File: src/common/pdr_consts.svh
`ifndef PDR_CONSTS_SVH
`define PDR_CONSTS_SVH

// Register byte addresses on the bus.
`define PDR_ADDR_CTRL_B 12'h000
`define PDR_ADDR_CTRL_C 12'h004

// Field positions in the second disable register.
`define PDR_B_SERIAL4_BIT 5
`define PDR_B_REFCLK_BIT 3
`define PDR_B_CHARGE_BIT 2

// Field positions in the third disable register.
`define PDR_C_PWM_LSB 8
`define PDR_C_PWM_COUNT 6
`define PDR_C_SPI3_BIT 0

// Writable masks and reset values.
`define PDR_B_MASK 16'h002c
`define PDR_C_MASK 16'h3f01
`define PDR_B_RESET 16'h0000
`define PDR_C_RESET 16'h0000

// Bus response codes.
`define PDR_RESP_OKAY 2'h0
`define PDR_RESP_SLVERR 2'h2

`endif

File: src/common/pdr_pkg.sv
package pdr_pkg;

    // Disable lines grouped by the register they come from.
    typedef struct packed {
        logic serial_port_four_off;
        logic ref_clock_out_off;
        logic charge_timer_unit_off;
    } pdr_ctrl_b_t;

    typedef struct packed {
        logic [5:0] pwm_gen_off;
        logic serial_periph_three_off;
    } pdr_ctrl_c_t;

endpackage

File: src/logic/pdr_reg_field.sv
`timescale 1ns/1ps
`include "pdr_consts.svh"

// One 16-bit register whose writable bits are chosen by a mask.
module pdr_reg_field #(
    parameter logic [15:0] MASK = 16'h0000,
    parameter logic [15:0] RESET_VAL = 16'h0000
) (
    input wire logic clock,
    input wire logic resetn,
    input wire logic wr_en,
    input wire logic [31:0] wdata,
    input wire logic [3:0] wstrb,
    output logic [15:0] value
);

    logic [15:0] value_q;
    logic [15:0] lane_mask;

    // Byte enables select which half of the register a write may touch.
    assign lane_mask = {{8{wstrb[1]}}, {8{wstrb[0]}}} & MASK;

    // Unimplemented bits keep their reset zero whatever is written.
    always_ff @(posedge clock or negedge resetn) begin
        if (!resetn) begin
            value_q <= RESET_VAL;
        end else if (wr_en) begin
            value_q <= (value_q & ~lane_mask) | (wdata[15:0] & lane_mask);
        end
    end

    assign value = value_q;

endmodule

File: src/logic/pdr_regs.sv
// Local design decisions: the placing of the registers and the AXI4-Lite register port.
`timescale 1ns/1ps
`include "pdr_consts.svh"

// What this block does
// [RULE1] Second register bit 3 turns off the reference clock output when set.
// [RULE2] Third register bits 13..8 turn off PWM generators one to six.
// [RULE3] Third register bit 0 turns off the third SPI port when set.
// [RULE4] Unimplemented bits in both registers read zero and ignore writes.
// [RULE5] Power-on reset clears every disable bit, leaving all peripherals enabled.
// [RULE6] Implemented bits are read/write and read back the last written value.
// [RULE7] Second register bit 5 stops serial port four, bit 2 the charge timer.
module pdr_regs (
    input wire logic clock,
    input wire logic resetn,
    input wire logic [11:0] s_axi_awaddr,
    input wire logic s_axi_awvalid,
    output logic s_axi_awready,
    input wire logic [31:0] s_axi_wdata,
    input wire logic [3:0] s_axi_wstrb,
    input wire logic s_axi_wvalid,
    output logic s_axi_wready,
    output logic [1:0] s_axi_bresp,
    output logic s_axi_bvalid,
    input wire logic s_axi_bready,
    input wire logic [11:0] s_axi_araddr,
    input wire logic s_axi_arvalid,
    output logic s_axi_arready,
    output logic [31:0] s_axi_rdata,
    output logic [1:0] s_axi_rresp,
    output logic s_axi_rvalid,
    input wire logic s_axi_rready,
    output pdr_pkg::pdr_ctrl_b_t ctrl_b_off,
    output pdr_pkg::pdr_ctrl_c_t ctrl_c_off
);
    import pdr_pkg::*;

    logic aw_held_q;
    logic aw_held_d;
    logic w_held_q;
    logic w_held_d;
    logic bvalid_d;
    logic rvalid_d;
    logic aw_take;
    logic w_take;
    logic ar_take;
    logic [11:0] awaddr_q;
    logic [31:0] wdata_q;
    logic [3:0] wstrb_q;
    logic do_write;
    logic wr_b;
    logic wr_c;
    logic rd_b;
    logic rd_c;
    logic [15:0] reg_b;
    logic [15:0] reg_c;
    logic [31:0] rdata_d;
    logic [1:0] rresp_d;
    pdr_ctrl_b_t ctrl_b_q;
    pdr_ctrl_c_t ctrl_c_q;

    // A channel moves at the edge where its valid meets the registered ready.
    assign aw_take = s_axi_awvalid && s_axi_awready;
    assign w_take = s_axi_wvalid && s_axi_wready;
    assign ar_take = s_axi_arvalid && s_axi_arready;

    // Address and data are caught in either order; the write fires once both are held.
    // Holding off while an answer waits keeps at most one write in flight.
    assign do_write = aw_held_q && w_held_q && !s_axi_bvalid;

    // Decode on the word index; the two low address bits are ignored.
    assign wr_b = do_write && (awaddr_q[11:2] == 10'(`PDR_ADDR_CTRL_B >> 2));
    assign wr_c = do_write && (awaddr_q[11:2] == 10'(`PDR_ADDR_CTRL_C >> 2));
    assign rd_b = (s_axi_araddr[11:2] == 10'(`PDR_ADDR_CTRL_B >> 2));
    assign rd_c = (s_axi_araddr[11:2] == 10'(`PDR_ADDR_CTRL_C >> 2));

    // Next values of the handshake state.
    // The readies are registered from these, so they come from flops yet move on the cycle a gate would.
    always_comb begin
        aw_held_d = aw_held_q;
        w_held_d = w_held_q;
        bvalid_d = s_axi_bvalid;
        rvalid_d = s_axi_rvalid;
        if (aw_take) begin
            aw_held_d = 1'b1;
        end else if (do_write) begin
            aw_held_d = 1'b0;
        end
        if (w_take) begin
            w_held_d = 1'b1;
        end else if (do_write) begin
            w_held_d = 1'b0;
        end
        if (do_write) begin
            bvalid_d = 1'b1;
        end else if (s_axi_bready) begin
            bvalid_d = 1'b0;
        end
        if (ar_take) begin
            rvalid_d = 1'b1;
        end else if (s_axi_rready) begin
            rvalid_d = 1'b0;
        end
    end

    // Ready outputs are low while their channel is held or an answer still waits.
    // They are high out of reset, since nothing is held then.
    always_ff @(posedge clock or negedge resetn) begin
        if (!resetn) begin
            s_axi_awready <= 1'b1;
            s_axi_wready <= 1'b1;
            s_axi_arready <= 1'b1;
        end else begin
            s_axi_awready <= !aw_held_d && !bvalid_d;
            s_axi_wready <= !w_held_d && !bvalid_d;
            s_axi_arready <= !rvalid_d;
        end
    end

    // Write address, kept from its handshake until the write fires.
    always_ff @(posedge clock or negedge resetn) begin
        if (!resetn) begin
            aw_held_q <= 1'b0;
            awaddr_q <= 12'h000;
        end else begin
            aw_held_q <= aw_held_d;
            if (aw_take) begin
                awaddr_q <= s_axi_awaddr;
            end
        end
    end

    // Write data and strobes, kept from their handshake until the write fires.
    always_ff @(posedge clock or negedge resetn) begin
        if (!resetn) begin
            w_held_q <= 1'b0;
            wdata_q <= 32'h0000_0000;
            wstrb_q <= 4'h0;
        end else begin
            w_held_q <= w_held_d;
            if (w_take) begin
                wdata_q <= s_axi_wdata;
                wstrb_q <= s_axi_wstrb;
            end
        end
    end

    // Write response; unmapped addresses answer SLVERR and change nothing.
    always_ff @(posedge clock or negedge resetn) begin
        if (!resetn) begin
            s_axi_bvalid <= 1'b0;
            s_axi_bresp <= `PDR_RESP_OKAY;
        end else begin
            s_axi_bvalid <= bvalid_d;
            if (do_write) begin
                s_axi_bresp <= (wr_b || wr_c) ? `PDR_RESP_OKAY : `PDR_RESP_SLVERR;
            end
        end
    end

    // The second register only stores bits 5, 3 and 2.
    pdr_reg_field #(
        .MASK(`PDR_B_MASK), // [RULE4] [RULE6]
        .RESET_VAL(`PDR_B_RESET) // [RULE5]
    ) u_reg_b (
        .clock(clock),
        .resetn(resetn),
        .wr_en(wr_b),
        .wdata(wdata_q),
        .wstrb(wstrb_q),
        .value(reg_b)
    );

    // The third register only stores bits 13..8 and 0.
    pdr_reg_field #(
        .MASK(`PDR_C_MASK), // [RULE4] [RULE6]
        .RESET_VAL(`PDR_C_RESET) // [RULE5]
    ) u_reg_c (
        .clock(clock),
        .resetn(resetn),
        .wr_en(wr_c),
        .wdata(wdata_q),
        .wstrb(wstrb_q),
        .value(reg_c)
    );

    // Read mux; narrow registers sit in the low half, upper bits read zero.
    always_comb begin
        rdata_d = 32'h0000_0000;
        rresp_d = `PDR_RESP_OKAY;
        if (rd_b) begin
            rdata_d = {16'h0000, reg_b}; // [RULE4] [RULE6]
        end else if (rd_c) begin
            rdata_d = {16'h0000, reg_c}; // [RULE4] [RULE6]
        end else begin
            rresp_d = `PDR_RESP_SLVERR;
        end
    end

    // Reads answer one cycle after the address is taken; the answer stands until rready.
    always_ff @(posedge clock or negedge resetn) begin
        if (!resetn) begin
            s_axi_rvalid <= 1'b0;
            s_axi_rdata <= 32'h0000_0000;
            s_axi_rresp <= `PDR_RESP_OKAY;
        end else begin
            s_axi_rvalid <= rvalid_d;
            if (ar_take) begin
                s_axi_rdata <= rdata_d;
                s_axi_rresp <= rresp_d;
            end
        end
    end

    // Disable lines are registered copies so that the outputs come from flops; they lag the stored bits by one cycle.
    always_ff @(posedge clock or negedge resetn) begin
        if (!resetn) begin
            ctrl_b_q <= '0; // [RULE5]
            ctrl_c_q <= '0; // [RULE5]
        end else begin
            ctrl_b_q.serial_port_four_off <= reg_b[`PDR_B_SERIAL4_BIT]; // [RULE7]
            ctrl_b_q.ref_clock_out_off <= reg_b[`PDR_B_REFCLK_BIT]; // [RULE1]
            ctrl_b_q.charge_timer_unit_off <= reg_b[`PDR_B_CHARGE_BIT]; // [RULE7]
            ctrl_c_q.pwm_gen_off <= reg_c[`PDR_C_PWM_LSB +: `PDR_C_PWM_COUNT]; // [RULE2]
            ctrl_c_q.serial_periph_three_off <= reg_c[`PDR_C_SPI3_BIT]; // [RULE3]
        end
    end

    assign ctrl_b_off = ctrl_b_q;
    assign ctrl_c_off = ctrl_c_q;

endmodule

File: config.mk
export PLATFORM = sky130hd
export DESIGN_NAME = pdr_regs
export DESIGN_NICKNAME = d
export VERILOG_FILES = /design/src/common/pdr_pkg.sv /design/src/logic/pdr_reg_field.sv /design/src/logic/pdr_regs.sv
export VERILOG_INCLUDE_DIRS = /design/src /design/src/common
export SDC_FILE = /design/constraint.sdc
export NUM_CORES = 1
export LEC_CHECK = 0
export ABC_CLOCK_PERIOD_IN_PS = 1700
export BUFFER_PORTS_ARGS = -buffer_cell sky130_fd_sc_hd__buf_2
export CAP_MARGIN = 10
export CORE_MARGIN = 3
export CORE_UTILIZATION = 54
export CTS_BUF_LIST = sky130_fd_sc_hd__clkbuf_4
export DETAILED_ROUTE_END_ITERATION = 10
export PLACE_DENSITY = 0.95
export SYNTH_ARGS = -nofsm -noshare
export SYNTH_HDL_FRONTEND = slang
export SYNTH_HIERARCHICAL = 1
export SYNTH_SLANG_ARGS = --single-unit
File: constraint.sdc
create_clock -name clock -period 1.7 [get_ports clock]
set_input_delay 0.425 -clock clock [delete_from_list [all_inputs] [get_ports clock]]
set_output_delay 0.425 -clock clock [all_outputs]
set_load 0.005 [all_outputs]
## After elaboration in Yosys (flattened, before gate mapping)

Cells that the tools add are included.

| cells by class | value |
|---|---|
| equal/unequal tests | 2 |
| mux-type cells | 13 |
| bitwise gates (word level) | 8 |
| reductions and logical operators | 17 |

Operators by type and width:

| kind | count |
|---|---|
| $and 16x16->16 | 2 |
| $mux 16 | 2 |
| $or 16x16->16 | 2 |
| $eq 10x1->1 const B | 2 |
| $logic_not 10->1 | 2 |
| $and 16x14->16 | 1 |
| $and 16x6->16 | 1 |
| $not 14->16 | 1 |
| $not 6->16 | 1 |
| $logic_and 1x1->1 | 9 |
| $mux 1 | 8 |
| $mux 2 | 3 |
| $logic_not 1->1 | 5 |
| $logic_or 1x1->1 | 1 |

| word-level totals | value |
|---|---|
| register bits | 115 |
| output and inout bits | 51 |
| word-level logic and storage cells | 60 |

## Logic depth before layout (Yosys ltp)

| logic depth | value |
|---|---|
| word-level depth | 6 |
| depth in mapped cells | 5 |

## By module

The synthesis kept the hierarchy.

By module, submodules not included:

| module | times used | cells an instance | area an instance (µm²) | sequential area each (µm²) |
|---|---|---|---|---|
| pdr_regs | 1 | 233 | 3,285.7 | 2,030.7 |
| pdr_reg_field at u_reg_c | 1 | 26 | 362.8 | 175.2 |
| pdr_reg_field at u_reg_b | 1 | 21 | 227.7 | 75.1 |

## Least setup slack after synthesis

Ideal clock, no wire load.

| timing | value |
|---|---|
| path type | register to register |
| start point | register awaddr_q[3] |
| end point | register with a tool-made name |
| setup time | 0.125 ns |
| arrival time | 1.386 ns |
| required time | 1.575 ns |
| path slack | 0.189 ns |
| stages on the path, launching flop included | 6 |
| path buffers | 0 |
| clock period less this slack | 1.511 ns |
| cell sequence | dfrtp_1 -> nor4_1 -> nand4_1 -> nor2_1 -> nand2_4 -> mux2_4 |

RTL lines:

| what | line | text |
|---|---|---|
| from (decl) | pdr_regs.sv:47 | `logic [11:0] awaddr_q;` |
| from (signal assigned) | pdr_regs.sv:128 | `awaddr_q <= s_axi_awaddr;` |

==> impl_metrics.yaml <==
outcome:
  status: "finished clean"
finish:
  finish.utilization_pct: 66.32
  seqCellArea_um2: 1680
  num_antenna_cells: 0
  fillers: 410
  finalNonFillerCells: 384
  fin_area_um2: 3473
  area_delta_synth_final_pct: 15.76
  drive_gt1_share_pct: 46.82
  multiInputGateArea_um2: 1100
  fin_nets: 376
setup_path:
  crit_slowest_cell: "dfrtp_1"
  critPathMaxStageDelay_ps: 410
  r2r_start: "awaddr_q[3]$_DFFE_PN0P_"
  path_max_fanout: 6
  worstRegToRegCells: 5
  cp_cell_sequence: "nor4_2 > nand4_1 > nor2_1 > nand2_4 > mux2_4"
  path_delay_family: "simple AND/OR/NAND/NOR gates"
  r2r_slack_ps: 40
  critPathKind: "reg2reg"
  critPathBufInv: 0
  crit_arrival_ps: 1950
  required_ps: 1990
  end_kind: "register"
  cp-start-kind: "register"
global_route:
  antenna_found_initial: 0
  grt_pass1_vias: 1765
  grt_pass1_wl_um: 7900
  grt_max_degree: 30
  track_usage_pct: 16.64
  grt_overflow: 0
clock_tree:
  cts_made_buffers: 9
  root_buffer: "clkbuf_4"
  cts_tree: "built"
  worstSkewPairLatency_ps: 400
  ctsLongestPathBuffers: 2
  htreeDepth: 3
  clkTransAtPathRegs_ps: 110
  clock-sinks: 67
route:
  dr_total_vias: 1791
  wl_um: 4847
  drt_first_pass_iters: 4
  ant_nets: 0
  wl_per_cell_um: 12.62
  met2_length_um: 2382
  drt-vias-per-instance: 4.664
  route.top_layer_used: "met4"
  wl_met1_um: 1860
  drtIter0Drc: 38
  route.detailed.drc: 0
  wl_met3_um: 496
floorplanning:
  core_area_um2: 5238
  start_util_pct: 57.29
  rows: 26
  die_w_um: 80.54
  io_pins: 118
  die_h_um: 80.54
  dieArea_um2: 6487
timing:
  drv_slew: 0
  hold_viol_final: 0
  fin_crit_ps: 1655
  skew_ps: 11.90
  clock.fmax_mhz: 604.1
  rsz0062_at_grt: "yes"
  fin_crit_sh_pct: 97.37
  setup_viol: 0
logic_synthesis:
  syn_avg_cell_area_um2: 12.99
  synth_cells: 231
  syn_area_um2: 3000
  yosysWarnings: 6
min_path:
  min_path_type: "in2reg"
  hold_end: "s_axi_awready$_DFF_PN1_"
  hold_start: "s_axi_awvalid"
  worstHoldPathCells: 2
place:
  port_buffers: 71
  post-place-cells: 367
  placed_area_um2: 3302
  hpwl_um: 3693
  gp_congestion: 0.6959
power:
  p_leak_uw: 0.001884
  vdd_drop_max_v: 0.0009073
  p_total_uw: 4050
  power_density_nw_per_um2: 1166
job:
  max_cap_violations: 0
-- cell usage in the layout (no fill, tap or decap), types with 2 or more instances in the layout --
master	n
nor2b_1	2
dfstp_2	3
buf_12	2
clkinv_2	4
conb_1	40
buf_4	4
clkbuf_4	10
nand2_1	20
bufinv_16	2
dfrtp_1	64
o21ai_2	10
inv_1	4
mux2_4	9
nor2_1	4
buf_2	71
mux2_2	24
a21oi_1	2
mux2i_1	15
o21ai_0	8
-- report_power, final --
part / switching, uW / internal [uW] / total [uW]
clock network: 532 / 604 / 1140
registers: 212 / 1960 / 2170
logic: 302 / 439 / 741
total: 1050 / 3000 / 4050
-- worst max-delay path by stage --
stage          cells after the start               startpoint        to  slack (ps)
2_1_floorplan                      5  awaddr_q[3]$_DFFE_PN0P_  register         190
3_3_place_gp                       5  awaddr_q[3]$_DFFE_PN0P_  register          50
3_5_place_dp                       5  awaddr_q[3]$_DFFE_PN0P_  register           1
4_1_cts                            5  awaddr_q[3]$_DFFE_PN0P_  register           9
5_1_grt                            5  awaddr_q[3]$_DFFE_PN0P_  register         -30
6_report                           5  awaddr_q[3]$_DFFE_PN0P_  register          40
-- cell type report --
cell class | count | share of cell area [%]
tap | 70 | 2.522
timing repair buffer | 78 | 12.54
clock inverter | 6 | 2.305
clock buffer | 10 | 2.161
sequential | 67 | 48.38
multi-input combinational | 149 | 31.66
inverter | 4 | 0.4323
-- through the flow --
| stage | TNS, ps | setup slack (ps) | hold WS [ps] |
|---|---|---|---|
| 2_1_floorplan | 0 | 189.4 | 129.4 |
| 3_3_place_gp | 0 | 48.18 | 391.8 |
| 3_5_place_dp | 0 | 1.413 | 394.0 |
| 4_1_cts | 0 | 9.302 | 139.1 |
| 5_1_grt | -156.4 | -25.68 | 159.3 |
| 6_report | 0 | 44.69 | 167.8 |
-- worst reg2reg max path: cells and delay by family, from the launching register on --
family | cells | cell delay, ps
DFF | 1 | 410
muxes | 1 | 320
and+or+nand+nor | 4 | 810
-- routing by layer --
layer | up-vias | GRT usage (%)
li1 | 860 | -
met4 | 0 | 8.615
met2 | 75 | 26.90
met1 | 845 | 18.87
met5 | - | 0
met3 | 11 | 6.726
-- what timing repair did --
action / in CTS / in global routing
pin swaps: 0 / 1
setup endpoints to repair: 9 / 9
buffers inserted: 0 / 0
resized for setup: 1 / 0
hold buffers: 1 / 0
endpoints found under the hold margin: 15 / 0
Note: power is estimated with default switching activity, not from simulation.
